--- config.mk ---
export PLATFORM = sky130hd
export DESIGN_NAME = fop_port_decode
export DESIGN_NICKNAME = d
export VERILOG_FILES = /design/src/pkg/fop_pkg.sv /design/src/rtl/fop_port_decode.sv /design/src/rtl/fop_fifo.sv
export SDC_FILE = /design/constraint.sdc
export NUM_CORES = 1
export LEC_CHECK = 0
export ABC_AREA = 0
export BUFFER_PORTS_ARGS = -buffer_cell sky130_fd_sc_hd__buf_2
export CORE_MARGIN = 1.5
export CORE_UTILIZATION = 60
export CTS_BUF_LIST = sky130_fd_sc_hd__clkbuf_4
export CTS_CLUSTER_SIZE = 12
export DETAILED_ROUTE_END_ITERATION = 8
export PLACE_DENSITY = 0.93
export SYNTH_ARGS = -nofsm -noshare
export SYNTH_HDL_FRONTEND = slang
export SYNTH_SLANG_ARGS = --single-unit
--- constraint.sdc ---
create_clock -name i_sys_clk -period 17.7 [get_ports i_sys_clk]
set_input_delay 3.54 -clock i_sys_clk [delete_from_list [all_inputs] [get_ports i_sys_clk]]
set_output_delay 3.54 -clock i_sys_clk [all_outputs]
set_load 0.02 [all_outputs]
--- src/pkg/fop_pkg.sv ---
package fop_pkg;

    localparam int DATA_W = 36;
    localparam int OFS_W = 13;
    localparam int SERIAL_BITS = 2 * OFS_W;
    localparam int CNT_W = 5;
    localparam logic [CNT_W-1:0] SERIAL_LAST = 5'h19;
    localparam int FIFO_DEPTH = 4;

    localparam int IP_SKIP_BIT = 8;
    localparam int IP_HIGH_LSB = 9;

    localparam logic [2:0] SEL_PRESET_64 = 3'h7;
    localparam logic [2:0] SEL_PRESET_16 = 3'h6;
    localparam logic [2:0] SEL_PRESET_8 = 3'h5;
    localparam logic [2:0] SEL_PRESET_256 = 3'h3;
    localparam logic [2:0] SEL_PRESET_1024 = 3'h1;
    localparam logic [2:0] SEL_SERIAL = 3'h2;
    localparam logic [2:0] SEL_PARALLEL = 3'h4;
    localparam logic [2:0] SEL_INTERLEAVED = 3'h0;

    localparam logic [OFS_W-1:0] OFS_64 = 13'h0040;
    localparam logic [OFS_W-1:0] OFS_16 = 13'h0010;
    localparam logic [OFS_W-1:0] OFS_8 = 13'h0008;
    localparam logic [OFS_W-1:0] OFS_256 = 13'h0100;
    localparam logic [OFS_W-1:0] OFS_1024 = 13'h0400;
    localparam logic [OFS_W-1:0] OFS_RESET = 13'h0000;

    typedef enum logic [2:0] {
        FOP_HOLD = 3'b000,
        FOP_SERIAL = 3'b001,
        FOP_PAR_Y = 3'b010,
        FOP_PAR_X = 3'b011,
        FOP_RUN = 3'b100
    } fop_mode_e;

endpackage

--- src/rtl/fop_port_decode.sv ---
`timescale 1ns/10ps
module fop_port_decode (
    input wire logic i_sys_clk,
    input wire logic i_sys_rst,
    input wire logic i_primary_reset_n,
    input wire logic i_flag_select0_serial_data,
    input wire logic i_flag_select1_serial_enable,
    input wire logic i_flag_select2,
    input wire logic i_port_a_select_n,
    input wire logic i_port_a_write_read,
    input wire logic i_port_a_enable,
    input wire logic i_port_a_mailbox_select,
    input wire logic [fop_pkg::DATA_W-1:0] i_port_a_data,
    output logic [fop_pkg::DATA_W-1:0] o_port_a_data,
    output logic o_port_a_data_oe,
    input wire logic i_port_b_select_n,
    input wire logic i_port_b_write_read,
    input wire logic i_port_b_enable,
    input wire logic i_port_b_mailbox_select,
    input wire logic [fop_pkg::DATA_W-1:0] i_port_b_data,
    output logic [fop_pkg::DATA_W-1:0] o_port_b_data,
    output logic o_port_b_data_oe,
    output logic o_full_input_ready_flag,
    output logic o_empty_output_ready_flag,
    output logic o_mailbox_one_flag,
    output logic o_mailbox_two_flag,
    output logic [fop_pkg::OFS_W-1:0] o_almost_empty_offset,
    output logic [fop_pkg::OFS_W-1:0] o_almost_full_offset,
    output logic o_interleaved_parity_mode
);

    typedef struct packed {
        fop_pkg::fop_mode_e mode;
        logic rst_prev;
        logic [2:0] sel;
        logic ip;
        logic [fop_pkg::OFS_W-1:0] x;
        logic [fop_pkg::OFS_W-1:0] y;
        logic [fop_pkg::SERIAL_BITS-1:0] sr;
        logic [fop_pkg::CNT_W-1:0] cnt;
        logic [fop_pkg::DATA_W-1:0] mailbox_one;
        logic [fop_pkg::DATA_W-1:0] mailbox_two;
        logic mailbox_one_flag;
        logic mailbox_two_flag;
        logic [fop_pkg::DATA_W-1:0] a_out;
        logic [fop_pkg::DATA_W-1:0] b_out;
    } fop_state_s;

    fop_state_s s;
    fop_state_s next_s;

    logic fifo_ready;
    logic fifo_valid;
    logic [fop_pkg::DATA_W-1:0] fifo_data;
    logic active;
    logic programming;
    logic a_write_qual;
    logic fifo_push;
    logic fifo_pop;
    logic a_mailbox;
    logic b_mailbox;
    logic [fop_pkg::SERIAL_BITS-1:0] sr_shifted;

    // Offset bits from Port A; the top bit used is the offset MSB.
    function automatic logic [fop_pkg::OFS_W-1:0] port_offset(
        input logic [fop_pkg::DATA_W-1:0] d,
        input logic ip
    );
        if (ip) begin
            port_offset = {d[fop_pkg::OFS_W:fop_pkg::IP_HIGH_LSB],
                           d[fop_pkg::IP_SKIP_BIT-1:0]};
        end else begin
            port_offset = d[fop_pkg::OFS_W-1:0];
        end
    endfunction

    function automatic logic [fop_pkg::OFS_W-1:0] preset_offset(input logic [2:0] sel);
        unique case (sel)
            fop_pkg::SEL_PRESET_64: preset_offset = fop_pkg::OFS_64;
            fop_pkg::SEL_PRESET_16: preset_offset = fop_pkg::OFS_16;
            fop_pkg::SEL_PRESET_8: preset_offset = fop_pkg::OFS_8;
            fop_pkg::SEL_PRESET_256: preset_offset = fop_pkg::OFS_256;
            fop_pkg::SEL_PRESET_1024: preset_offset = fop_pkg::OFS_1024;
            default: preset_offset = fop_pkg::OFS_RESET;
        endcase
    endfunction

    assign active = i_primary_reset_n && s.rst_prev && (s.mode != fop_pkg::FOP_HOLD)
        && (s.mode != fop_pkg::FOP_SERIAL);
    assign programming = (s.mode == fop_pkg::FOP_PAR_Y) || (s.mode == fop_pkg::FOP_PAR_X);

    // Input ready stays low in hold and during serial loading; the FIFO has room in parallel states.
    assign o_full_input_ready_flag = active && fifo_ready;
    assign o_empty_output_ready_flag = active && fifo_valid;

    // Offset-loading writes share the ordinary FIFO write qualifiers.
    assign a_write_qual = !i_port_a_select_n && i_port_a_write_read && i_port_a_enable
        && !i_port_a_mailbox_select && o_full_input_ready_flag;
    assign fifo_push = a_write_qual && (s.mode == fop_pkg::FOP_RUN);
    assign fifo_pop = !i_port_b_select_n && i_port_b_write_read && i_port_b_enable
        && !i_port_b_mailbox_select && o_empty_output_ready_flag;
    assign a_mailbox = active && !i_port_a_select_n && i_port_a_enable
        && i_port_a_mailbox_select;
    assign b_mailbox = active && !i_port_b_select_n && i_port_b_enable
        && i_port_b_mailbox_select;

    assign o_port_a_data_oe = !i_port_a_select_n && !i_port_a_write_read;
    assign o_port_b_data_oe = !i_port_b_select_n && i_port_b_write_read;
    assign o_port_a_data = s.a_out;
    assign o_port_b_data = s.b_out;
    assign o_mailbox_one_flag = s.mailbox_one_flag;
    assign o_mailbox_two_flag = s.mailbox_two_flag;
    assign o_almost_empty_offset = s.x;
    assign o_almost_full_offset = s.y;
    assign o_interleaved_parity_mode = s.ip;

    assign sr_shifted = {s.sr[fop_pkg::SERIAL_BITS-2:0], i_flag_select0_serial_data};

    always_comb begin
        next_s = s;
        next_s.rst_prev = i_primary_reset_n;
        if (!i_primary_reset_n) begin
            next_s.mode = fop_pkg::FOP_HOLD;
            next_s.mailbox_one_flag = 1'b1;
            next_s.mailbox_two_flag = 1'b1;
        end else if (!s.rst_prev) begin
            // Rising edge of the primary reset: the method is fixed from here on.
            next_s.sel = {i_flag_select2, i_flag_select1_serial_enable,
                          i_flag_select0_serial_data};
            next_s.ip = (next_s.sel == fop_pkg::SEL_INTERLEAVED);
            next_s.cnt = '0;
            unique case (next_s.sel)
                fop_pkg::SEL_SERIAL: next_s.mode = fop_pkg::FOP_SERIAL;
                fop_pkg::SEL_PARALLEL,
                fop_pkg::SEL_INTERLEAVED: next_s.mode = fop_pkg::FOP_PAR_Y;
                default: begin
                    next_s.x = preset_offset(next_s.sel);
                    next_s.y = preset_offset(next_s.sel);
                    next_s.mode = fop_pkg::FOP_RUN;
                end
            endcase
        end else begin
            unique case (s.mode)
                fop_pkg::FOP_SERIAL: begin
                    if (s.cnt > fop_pkg::SERIAL_LAST) begin
                        next_s.mode = fop_pkg::FOP_RUN;
                    end else if (!i_flag_select1_serial_enable) begin
                        next_s.sr = sr_shifted;
                        next_s.cnt = s.cnt + 1'b1;
                        if (s.cnt == fop_pkg::SERIAL_LAST) begin
                            // First bits shifted form Y, the later ones X; ready follows next edge.
                            next_s.y = sr_shifted[fop_pkg::SERIAL_BITS-1:fop_pkg::OFS_W];
                            next_s.x = sr_shifted[fop_pkg::OFS_W-1:0];
                        end
                    end
                end
                fop_pkg::FOP_PAR_Y: begin
                    if (a_write_qual) begin
                        next_s.y = port_offset(i_port_a_data, s.ip);
                        next_s.mode = fop_pkg::FOP_PAR_X;
                    end
                end
                fop_pkg::FOP_PAR_X: begin
                    if (a_write_qual) begin
                        next_s.x = port_offset(i_port_a_data, s.ip);
                        next_s.mode = fop_pkg::FOP_RUN;
                    end
                end
                fop_pkg::FOP_RUN,
                fop_pkg::FOP_HOLD: begin
                end
                default: begin
                    next_s.mode = fop_pkg::FOP_HOLD;
                end
            endcase
            // Writes clear a mailbox flag first so that a read in the same cycle wins.
            if (a_mailbox && i_port_a_write_read) begin
                next_s.mailbox_one = i_port_a_data;
                next_s.mailbox_one_flag = 1'b0;
            end
            if (b_mailbox && !i_port_b_write_read) begin
                next_s.mailbox_two = i_port_b_data;
                next_s.mailbox_two_flag = 1'b0;
            end
            if (a_mailbox && !i_port_a_write_read) begin
                next_s.a_out = s.mailbox_two;
                next_s.mailbox_two_flag = 1'b1;
            end
            if (b_mailbox && i_port_b_write_read) begin
                next_s.b_out = s.mailbox_one;
                next_s.mailbox_one_flag = 1'b1;
            end
            if (fifo_pop) begin
                next_s.b_out = fifo_data;
            end
        end
    end

    always_ff @(posedge i_sys_clk or posedge i_sys_rst) begin
        if (i_sys_rst) begin
            s <= '0;
        end else begin
            s <= next_s;
        end
    end

    // The small buffer stands in for the storage array; a full buffer stalls Port A until Port B reads a word from it.
    fop_fifo #(
        .WIDTH(fop_pkg::DATA_W),
        .DEPTH(fop_pkg::FIFO_DEPTH)
    ) u_fifo (
        .i_sys_clk(i_sys_clk),
        .i_sys_rst(i_sys_rst),
        .i_clear(!i_primary_reset_n),
        .i_valid(fifo_push),
        .o_ready(fifo_ready),
        .i_data(i_port_a_data),
        .o_valid(fifo_valid),
        .i_ready(fifo_pop),
        .o_data(fifo_data)
    );

    property p_capture;
        @(posedge i_sys_clk) disable iff (i_sys_rst)
        (i_primary_reset_n && !s.rst_prev) |=> (s.sel == $past({i_flag_select2,
            i_flag_select1_serial_enable, i_flag_select0_serial_data}));
    endproperty
    a_capture: assert property (p_capture) else $error("selects not captured");

    property p_preset64;
        @(posedge i_sys_clk) disable iff (i_sys_rst)
        (i_primary_reset_n && !s.rst_prev && i_flag_select2 && i_flag_select1_serial_enable
            && i_flag_select0_serial_data) |=> (s.x == fop_pkg::OFS_64)
            && (s.y == fop_pkg::OFS_64) && (s.mode == fop_pkg::FOP_RUN);
    endproperty
    a_preset64: assert property (p_preset64) else $error("preset 64 not loaded");

    property p_serial_last;
        @(posedge i_sys_clk) disable iff (i_sys_rst)
        (i_primary_reset_n && s.rst_prev && s.mode == fop_pkg::FOP_SERIAL
            && !i_flag_select1_serial_enable && s.cnt == fop_pkg::SERIAL_LAST)
            |=> !o_full_input_ready_flag && (s.x[0] == $past(i_flag_select0_serial_data))
            ##1 (o_full_input_ready_flag || !i_primary_reset_n || !s.rst_prev);
    endproperty
    a_serial_last: assert property (p_serial_last) else $error("serial end wrong");

    property p_serial_ff_low;
        @(posedge i_sys_clk) disable iff (i_sys_rst)
        (s.mode == fop_pkg::FOP_SERIAL) |-> !o_full_input_ready_flag;
    endproperty
    a_serial_ff_low: assert property (p_serial_ff_low) else $error("ready during serial");

    property p_par_y;
        @(posedge i_sys_clk) disable iff (i_sys_rst)
        (i_primary_reset_n && s.mode == fop_pkg::FOP_PAR_Y && a_write_qual)
            |-> !fifo_push ##1 (s.mode == fop_pkg::FOP_PAR_X);
    endproperty
    a_par_y: assert property (p_par_y) else $error("Y load not taken");

    property p_ip_no_serial;
        @(posedge i_sys_clk) disable iff (i_sys_rst)
        s.ip |-> (s.mode != fop_pkg::FOP_SERIAL);
    endproperty
    a_ip_no_serial: assert property (p_ip_no_serial) else $error("serial in parity mode");

    property p_enable_low;
        @(posedge i_sys_clk) disable iff (i_sys_rst)
        !i_port_a_enable |-> !fifo_push && !a_mailbox;
    endproperty
    a_enable_low: assert property (p_enable_low) else $error("op with enable low");

    property p_push_qual;
        @(posedge i_sys_clk) disable iff (i_sys_rst)
        fifo_push |-> o_full_input_ready_flag && !i_port_a_select_n && i_port_a_write_read;
    endproperty
    a_push_qual: assert property (p_push_qual) else $error("bad FIFO write");

    property p_pop_data;
        @(posedge i_sys_clk) disable iff (i_sys_rst)
        fifo_pop |=> (o_port_b_data == $past(fifo_data));
    endproperty
    a_pop_data: assert property (p_pop_data) else $error("FIFO read data wrong");

    property p_b_oe;
        @(posedge i_sys_clk) disable iff (i_sys_rst)
        (fifo_pop || (b_mailbox && i_port_b_write_read)) |-> o_port_b_data_oe;
    endproperty
    a_b_oe: assert property (p_b_oe) else $error("Port B read while not driving");

    property p_mailbox_two_flag_read;
        @(posedge i_sys_clk) disable iff (i_sys_rst)
        (a_mailbox && !i_port_a_write_read && i_primary_reset_n) |=> o_mailbox_two_flag
            && (o_port_a_data == $past(s.mailbox_two));
    endproperty
    a_mailbox_two_flag_read: assert property (p_mailbox_two_flag_read) else $error("mailbox two read wrong");

    property p_mailbox_one_flag_read;
        @(posedge i_sys_clk) disable iff (i_sys_rst)
        (b_mailbox && i_port_b_write_read && i_primary_reset_n) |=> o_mailbox_one_flag;
    endproperty
    a_mailbox_one_flag_read: assert property (p_mailbox_one_flag_read) else $error("mailbox one flag not set");

endmodule // fop_port_decode

--- src/rtl/fop_fifo.sv ---
`timescale 1ns/10ps
module fop_fifo #(
    parameter int WIDTH = 36,
    parameter int DEPTH = 4
) (
    input wire logic i_sys_clk,
    input wire logic i_sys_rst,
    input wire logic i_clear,
    input wire logic i_valid,
    output logic o_ready,
    input wire logic [WIDTH-1:0] i_data,
    output logic o_valid,
    input wire logic i_ready,
    output logic [WIDTH-1:0] o_data
);
    localparam int PTR_W = $clog2(DEPTH);

    typedef struct packed {
        logic [DEPTH-1:0][WIDTH-1:0] mem;
        logic [PTR_W-1:0] wr_ptr;
        logic [PTR_W-1:0] rd_ptr;
        logic [PTR_W:0] count;
    } fop_fifo_s;

    fop_fifo_s s;
    fop_fifo_s next_s;
    logic push;
    logic pop;

    assign o_ready = (s.count != (PTR_W + 1)'(DEPTH));
    assign o_valid = (s.count != '0);
    assign o_data = s.mem[s.rd_ptr];
    assign push = i_valid && o_ready;
    assign pop = i_ready && o_valid;

    always_comb begin
        next_s = s;
        if (i_clear) begin
            next_s.wr_ptr = '0;
            next_s.rd_ptr = '0;
            next_s.count = '0;
        end else begin
            if (push) begin
                next_s.mem[s.wr_ptr] = i_data;
                next_s.wr_ptr = s.wr_ptr + 1'b1;
            end
            if (pop) begin
                next_s.rd_ptr = s.rd_ptr + 1'b1;
            end
            if (push && !pop) begin
                next_s.count = s.count + 1'b1;
            end else if (pop && !push) begin
                next_s.count = s.count - 1'b1;
            end
        end
    end

    always_ff @(posedge i_sys_clk or posedge i_sys_rst) begin
        if (i_sys_rst) begin
            s <= '0;
        end else begin
            s <= next_s;
        end
    end

endmodule // fop_fifo

# ---- Yosys cells after proc, flatten, opt, wreduce, memory -nomap -nowiden
# Cells that the tools add are included.
dict set report classes {
  order_cmp 4
  mux 37
  eq_ne 35
  n_bitwise 3
  add_sub_neg 5
  reduce_logical 59
}
# operator n
set op_table {}
lappend op_table {{bitwise mux 144 bit} 1}
lappend op_table {{two-way mux 36 bit} 4}
lappend op_table {{two-way mux 57 bit} 2}
lappend op_table {{two-way mux 26 bit} 3}
lappend op_table {{two-way mux 74 bit} 1}
lappend op_table {{binary-select mux 36 bit (select 2 bit)} 1}
lappend op_table {{demux 36 bit (select 2 bit)} 1}
lappend op_table {{case mux 11 bit (5 select lines)} 1}
lappend op_table {{case mux 13 bit (2 select lines)} 2}
lappend op_table {{two-way mux 37 bit} 1}
lappend op_table {{logical AND 1 bit} 30}
lappend op_table {{two-way mux 13 bit} 2}
lappend op_table {{two-way mux 3 bit} 7}
lappend op_table {{inequality test 3 bit (second input constant)} 7}
lappend op_table {{inequality test 3 x 1 -> 1 bit (second input constant)} 6}
lappend op_table {{equality test 3 bit (second input constant)} 5}
lappend op_table {{AND reduction 7 bit} 2}
lappend op_table {{equality test 3 x 2 -> 1 bit (second input constant)} 4}
lappend op_table {{inequality test 4 bit (second input constant)} 3}
lappend op_table {{case mux 3 bit (4 select lines)} 1}
lappend op_table {{AND reduction 3 bit} 4}
lappend op_table {{two-way mux 5 bit} 2}
lappend op_table {{inequality test 2 x 1 -> 1 bit (second input constant)} 5}
lappend op_table {{logical NOT 1 bit} 8}
lappend op_table {{23 further kinds} 40}
dict set report totals {
  reg_bits 359
  inputBits 86
  out_inout_bits 105
  word_cells 163
}

# ---- Logic depth before layout (Yosys ltp)
# Gate-level depths: netlist (run 1).
dict set report logic_depth {
  depth_word 12
  mapped_depth 9
  ltp_nobuf 7
}

# ---- By module
# A second synthesis (run 1) with hierarchy kept.
dict set report hier_totals {
  hier_cells 1173
  hier_area_um2 16554.6
}
# module cells_per_inst instances seq_area_each_um2 area_each_um2
set modules_own_cells {}
lappend modules_own_cells {fop_port_decode 766 1 5180.0 9671.8}
lappend modules_own_cells {fop_fifo 407 1 3778.6 6882.9}

# ---- Worst setup path before layout (run 1)
# No wires, ideal clock.
dict set report synth_path {
  kind {input port to output port}
  startpoint {input port i_primary_reset_n}
  endpoint {output port o_empty_output_ready_flag}
  stages 2
  t_arrival_ps 4023
  path_buffers 0
  slack_ps 10137
  t_required_ps 14160
  path_cell_list {o211ai_1 > nor2_1}
}
dict set report synth_via {
  elab_chain_cells 4
}
# element line
set synth_lines {}
lappend synth_lines {{start, declared} fop_port_decode.sv:5} ;# input wire logic i_primary_reset_n,
lappend synth_lines {{logical AND 1 bit (2 in a row)} fop_port_decode.sv:88} ;# assign active = i_primary_reset_n && s.rst_prev && (s.mode != fop_pkg::FOP_HOLD)
lappend synth_lines {{logical AND 1 bit} fop_port_decode.sv:89} ;# && (s.mode != fop_pkg::FOP_SERIAL);
lappend synth_lines {{logical AND 1 bit} fop_port_decode.sv:94} ;# assign o_empty_output_ready_flag = active && fifo_valid;
lappend synth_lines {{end, declared} fop_port_decode.sv:24} ;# output logic o_empty_output_ready_flag,
# Every way passes these cells.

# ---- Worst setup path in the final report (run 1)
# Ends and elaborated chain as after synthesis.

==> results.md, run 1 <==
* Root Driver: clkbuf_4
* Mapped Cells at 1199
* Commonest register cell after synthesis: dfrtp_1
* CTS sink count at 358
* Drt drc at 0
* Final nets at 1427
* Initial antenna violation count at 4
* Area delta synth->final at 10.3%
* Max Clk Rate at 0.126 GHz
* CP cell instances: buf_2 > o211ai_1 > nor2_1 > buf_2
* Hold_buf cts at 0
* Post-synthesis sequential area ratio at 55.1%
* Latest clock arrival within the worst-skew pair at 0.74 ns
* Clock skew at 0.0792 ns
* Mapped Nets at 1292
* FFs w/ async S/R, synth at 100%
* H-tree depth at 3
* Total Wirelength at 34300 µm
* WP data required at 14.16 ns
* Internal Power at 1.26 mW
* Status: completed
* DP Wirelength at 21400 µm
* PwrDens at 94.3 nW/µm²
* Yosys top cell by area: dfrtp_1
* Filler Cells Inserted at 1798
* Pins over their slew limit at 0
* DR vias at 10213
* Chip width at 168 µm
* RSZ-0062 raised after global routing: no
* Critical path capture point type: output port
* Period utilization at 45.0%
* LEAKAGE at 9.03 nW
* Post-synth top area share at 55.1%
* Postcts setup bufs at 0
* Area contributors post-synth: dfrtp_1 55%, mux2_2 19%, mux4_2 5.1%, buf_4 4.5%, mux2i_1 3.1%
* Max VDD drop at 61.9 µV
* Overall die height at 168 µm
* Vias in the first global route at 10944
* Netlist cell types at 56
* Avg Cell Area, Syn at 13.5 µm²
* WL/cell at 19.7 µm
* GRT overflow at 0
* Synth Register Bits at 358
* Placed Cells at 1582
* Clk pwr share at 40.9%
* CTS buffer count at 91
* Crit path kind: in -> out
* Antenna-violating nets left at 0
* Setup_tns at 0 ns
* Die area at 28100 µm²
* Starting DRC count in detailed routing at 795
* Hold Slack at 0.429 ns
* Area after DPL at 16800 µm²
* Endpoints failing hold at 0
* Post-synth EDFFs at 0
* Overall Global Routing Usage at 25.1%
* Critical Path Fanout Max at 13
* Crit path DAT at 4.42 ns
* Minimum clock period at 7.96 ns
* I/O Buffers at 190
* Fin area at 17900 µm²
* Row Count at 60
* Vias per cell at 5.87
* 1st-pass router iterations at 5
* Sequential share of power at 51.8%
* Combinational share of power at 7.4%
* Max Root-Sink Buffers at 3
* Initial Util at 60.8%
* Most used cell, CP: buf_2
* NetSw at 0.426 mW
* Relative slew slack at 15.0%
* Pin count of the biggest net entering global routing at 162
* Footprint of the multi-input gates at 6220 µm²
* First-pass GRT wire length at 56000 µm
* Total power at 1.69 mW
* CP Launch Type: input pin
* CTS tree: built
* CTS-repair resized insts at 0
* Least-Margin Pin Slew at 1.27 ns
* GPL Wtd Cong at 0.890
* Final setup vio count at 0
* Non-Filler Instances at 1741
* Mapped cell area at 16200 µm²
* Hold WC Path Type: reg -> reg
* Share of post-route cells with drive strength above 1 at 48.2%
* Slowest CP cell: o211ai_1
* Max-cap violation count at 0
* FF+latch area at 8960 µm²
* I/O Pins at 191
* Core Area at 26700 µm²
* Sw Ratio at 25.2%
* Max incr delay on CP at 0.29 ns
* YS warnings at 0
* Clock transition at path regs at 0.06 ns
==> worst paths after layout <==
| path | start | to | slack (ns) | cells after the start |
|---|---|---|---|---|
| hold / removal | s[106] | o_port_a_data[32] | 0.43 | 1 |
| max in group asynchronous | i_sys_rst | o_port_a_data[8] | 13.05 | 3 |
| setup / recovery | i_primary_reset_n | o_empty_output_ready_flag | 9.74 | 4 |
| min in group asynchronous | i_sys_rst | o_port_b_data[13] | 3.07 | 2 |
| setup reg to reg | s[209] | u_fifo.s[2] | 14.59 | 6 |
| hold reg to reg | s[106] | o_port_a_data[32] | 0.43 | 1 |
==> critical path, delay by kind of cell <==
kind,cells,cell delay (ns)
AND/OR/NAND/NOR,1,0.18
AO/OA/AOI/OAI,1,0.29
buffers and inverters,2,0.41
==> per-layer routing <==
| layer | wire (µm) | share of wire, % | global-route usage, % | vias up |
|---|---|---|---|---|
| li1 | - | - | - | 4511 |
| met1 | 14200 | 41 | 31.1 | 5198 |
| met2 | 16900 | 49 | 42.3 | 411 |
| met3 | 2210 | 6.4 | 6.12 | 93 |
| met4 | 1080 | 3.2 | 10.8 | 0 |
| met5 | 0 | 0 | 0 | - |
==> synth_stat cells, types with 10 or more instances <==
cell,count
dfrtp_1,358
mux2_2,273
buf_4,98
nand2_1,70
o21ai_0,58
mux2i_1,51
mux4_2,37
inv_1,30
clkbuf_1,29
buf_2,28
nor2_1,28
nand3b_1,12
nand3_1,11
a21oi_1,10
==> area by class of cell <==
| cell class | count | share of cell area (%) |
|---|---|---|
| clock buffers | 137 | 5.74 |
| diodes | 4 | 0.0559 |
| flip-flops and latches | 358 | 50.0 |
| well taps | 341 | 2.38 |
| multi-input cells | 651 | 34.7 |
| clock inverters | 18 | 0.636 |
| repair buffers | 201 | 5.77 |
| inverters | 31 | 0.691 |
==> layout by cell type (no fill, tap or decap), types with 3 or more instances in the layout <==
master,n
nand3_1,11
o31ai_1,5
nand2b_1,4
dfrtp_1,356
o21ai_0,58
mux2_2,273
clkinv_1,12
a221oi_1,6
mux2_1,8
mux2i_1,51
nand3b_1,12
diode_2,4
nor2_1,27
nor3b_1,5
nor3_1,7
o22ai_1,4
buf_2,190
a221o_1,6
nand2_1,70
nor4bb_1,3
nand2_4,4
a31oi_1,3
clkbuf_4,137
inv_8,4
a21oi_1,10
ha_1,6
inv_1,29
buf_4,11
o41ai_1,4
nor4b_1,4
mux4_2,37
clkinvlp_4,3
==> power groups by stage <==
stage / sequential (mW) / combinational, mW / clock (mW)
after global placement: 0.886 / 0.120 / 0
final: 0.875 / 0.124 / 0.690
after floorplan: 0.882 / 0.0949 / 0
after global routing: 0.878 / 0.137 / 0.751
after CTS: 0.874 / 0.125 / 0.707
after detailed placement: 0.889 / 0.125 / 0
==> state kept, by name, indices dropped and copies added (netlist names) <==
register,count
u_fifo.s,151
s,106
o_port_a_data,36
o_port_b_data,36
o_almost_empty_offset,13
o_almost_full_offset,13
o_interleaved_parity_mode,1
o_mailbox_one_flag,1
o_mailbox_two_flag,1
==> metrics by stage <==
stage | util, % | setup slack (ns)
after floorplan | - | 4.23
after global placement | 62.7 | 9.82
after detailed placement | 62.7 | 9.76
after CTS | 67.0 | 9.75
after global routing | 67.0 | 9.63
final | 67.0 | 9.74
==> logic make-up after synthesis <==
| group | share of synthesized area (%) |
|---|---|
| adder cells (fa/ha/maj) | 0.585 |
| XOR/XNOR | 0.162 |
| AO/OA/AOI/OAI | 4.07 |
| multiplexers | 27.7 |
| flip-flops | 55.1 |
| AND/OR/NAND/NOR | 5.42 |
| buffers and inverters | 6.87 |
Power figures use the tool's default switching activity.
==> run 2, diff against run 1 <==
Clock period 17.7 ns to 8.3 ns, I/O delays scaled along.
==> results.md, run 2 (synthesized netlist as in run 1, its figures left out) <==
* Status: completed
* Max-cap violation count at 0 (unchanged)
* LEAKAGE at 9.00 nW (-0.25%)
* Area after DPL at 16800 µm² (about the same)
* Setup_tns at 0 ns (unchanged)
* Final setup vio count at 0 (unchanged)
* Least-Margin Pin Slew at 1.27 ns (-0.00545 ns)
* Max Root-Sink Buffers at 3 (unchanged)
* 1st-pass router iterations at 5 (unchanged)
* Drt drc at 0 (unchanged)
* Total Wirelength at 34300 µm (about the same)
* Die area at 28100 µm² (unchanged)
* Overall die height at 168 µm (unchanged)
* Vias in the first global route at 10837 (-0.98%)
* Max VDD drop at 122 µV (+98%)
* Crit path from: i_primary_reset_n
* H-tree depth at 3 (unchanged)
* Latest clock arrival within the worst-skew pair at 0.77 ns (+0.03 ns)
* CTS tree: built
* WL/cell at 19.7 µm (-0.20%)
* Worst r2r src: s[207]
* Endpoints failing hold at 0 (unchanged)
* Row Count at 60 (unchanged)
* Pin count of the biggest net entering global routing at 146 (-9.9%)
* Hold WC Path Type: reg -> reg
* Top flop regs: u_fifo.s (151), s (106)
* Core Area at 26700 µm² (unchanged)
* Most frequent cells in the layout: 356 x dfrtp_1, 273 x mux2_2, 190 x buf_2
* CTS sink count at 358 (unchanged)
* PwrDens at 198 nW/µm² (+110%)
* GPL Wtd Cong at 0.873 (-1.9%)
* Root Driver: clkbuf_4
* WP data required at 6.64 ns (-7.52 ns)
* Critical path capture point type: output port
* Period utilization at 51.8%
* Critical Path Fanout Max at 13 (unchanged)
* DR vias at 10180 (-0.32%)
* Largest register FFs at 151 (unchanged)
* I/O Buffers at 190 (unchanged)
* Commonest non-fill, non-tap cell in the layout: dfrtp_1
* I/O Pins at 191 (unchanged)
* Antenna-violating nets left at 0 (unchanged)
* Max incr delay on CP at 0.32 ns (+0.03 ns)
* Starting DRC count in detailed routing at 691 (-13%)
* Initial antenna violation count at 4 (unchanged)
* RSZ-0062 raised after global routing: no
* Crit path kind: in -> out
* Postcts setup bufs at 0 (unchanged)
* Max Clk Rate at 0.233 GHz
* Relative slew slack at 15.4% (+0.36 points)
* Post-layout util at 66.9% (-0.12 points)
* Slowest CP cell: o211ai_1
* DP Wirelength at 21300 µm (-0.59%)
* Overall Global Routing Usage at 25.4% (+0.31 points)
* Crit path DAT at 2.64 ns (-1.78 ns)
* CTS buffer count at 89 (-2.2%)
* Pins over their slew limit at 0 (unchanged)
* Final nets at 1426 (-0.070%)
* Minimum clock period at 4.30 ns
* Filler Cells Inserted at 1820 (+1.2%)
* Area delta synth->final at 10.1%
* Vias per cell at 5.84 (-0.49%)
* Share of post-route cells with drive strength above 1 at 47.5% (-0.71 points)
* Hold_buf cts at 0 (unchanged)
* CTS-repair resized insts at 0 (unchanged)
* CP Launch Type: input pin
* GRT overflow at 0 (unchanged)
* Hold_sp: s[104]
* Initial Util at 60.8% (unchanged)
* Clock skew at 0.0616 ns (-0.0176 ns)
* Hold Slack at 0.471 ns (+0.0426 ns)
* Clock transition at path regs at 0.06 ns (about the same)
* First-pass GRT wire length at 56100 µm (+0.15%)
* CP cell instances: buf_2 > o211ai_1 > nor2_1 > buf_2
* Largest Register: u_fifo.s
* Fin area at 17900 µm² (-0.18%)
* Most used cell, CP: buf_2
* Chip width at 168 µm (unchanged)
## run 2: cell count changes in the layout (fill, tap and decap cells not counted), moves of 3 or more
| cell | delta |
|---|---|
| clkbuf_4 | -11 |
| clkinv_1 | +11 |
| inv_6 | +4 |
| inv_8 | -3 |
## run 2: worst max-delay path: cells and delay by family
| family | cells | cell delay, ns |
|---|---|---|
| and+or+nand+nor | 1 | 0.23 |
| buffers and inverters | 2 | 0.42 |
| AOI/OAI and AO/OA | 1 | 0.32 |
## run 2: stage by stage
step | setup slack [ns] | cells | total power, mW
finish | 4.00 | 1744 | 3.55
global route | 3.92 | 1743 | 3.71
CTS | 4.01 | 1739 | 3.58
detailed placement | 3.99 | 1583 | 2.16
global placement | 4.03 | 1583 | 2.15
floorplan | 1.84 | 1199 | 2.08
## run 2: final timing paths
check | to | slack (ns) | cells after the start
min in group asynchronous | s[86] | 0.89 | 2
hold / removal | o_port_a_data[30] | 0.47 | 1
hold reg to reg | o_port_a_data[30] | 0.47 | 1
setup reg to reg | u_fifo.s[2] | 5.21 | 7
max in group asynchronous | o_almost_full_offset[2] | 5.48 | 4
setup / recovery | o_empty_output_ready_flag | 4.00 | 4
## run 2: layer usage
layer | vias up | part of all wire [%] | global-route usage [%]
li1 | 4524 | - | -
met1 | 5120 | 40 | 31.6
met2 | 434 | 49 | 42.7
met3 | 102 | 6.6 | 5.25
met4 | 0 | 3.8 | 12.3
met5 | - | 0 | 0
## run 2: where the power goes
group / internal [mW] / total [mW] / switching (mW)
Clock: 0.707 / 1.41 / 0.706
Sequential: 1.82 / 1.87 / 0.0441
Combinational: 0.115 / 0.268 / 0.153
Total: 2.64 / 3.55 / 0.902
## run 2: layout make-up
class | instances | area, µm² | share of cell area, %
clock buffers | 126 | 946 | 5.29
inverters | 31 | 120 | 0.672
flip-flops and latches | 358 | 8960 | 50.1
multi-input cells | 651 | 6220 | 34.8
clock inverters | 30 | 145 | 0.812
well taps | 341 | 427 | 2.39
repair buffers | 202 | 1050 | 5.89
diodes | 5 | 12.5 | 0.0700
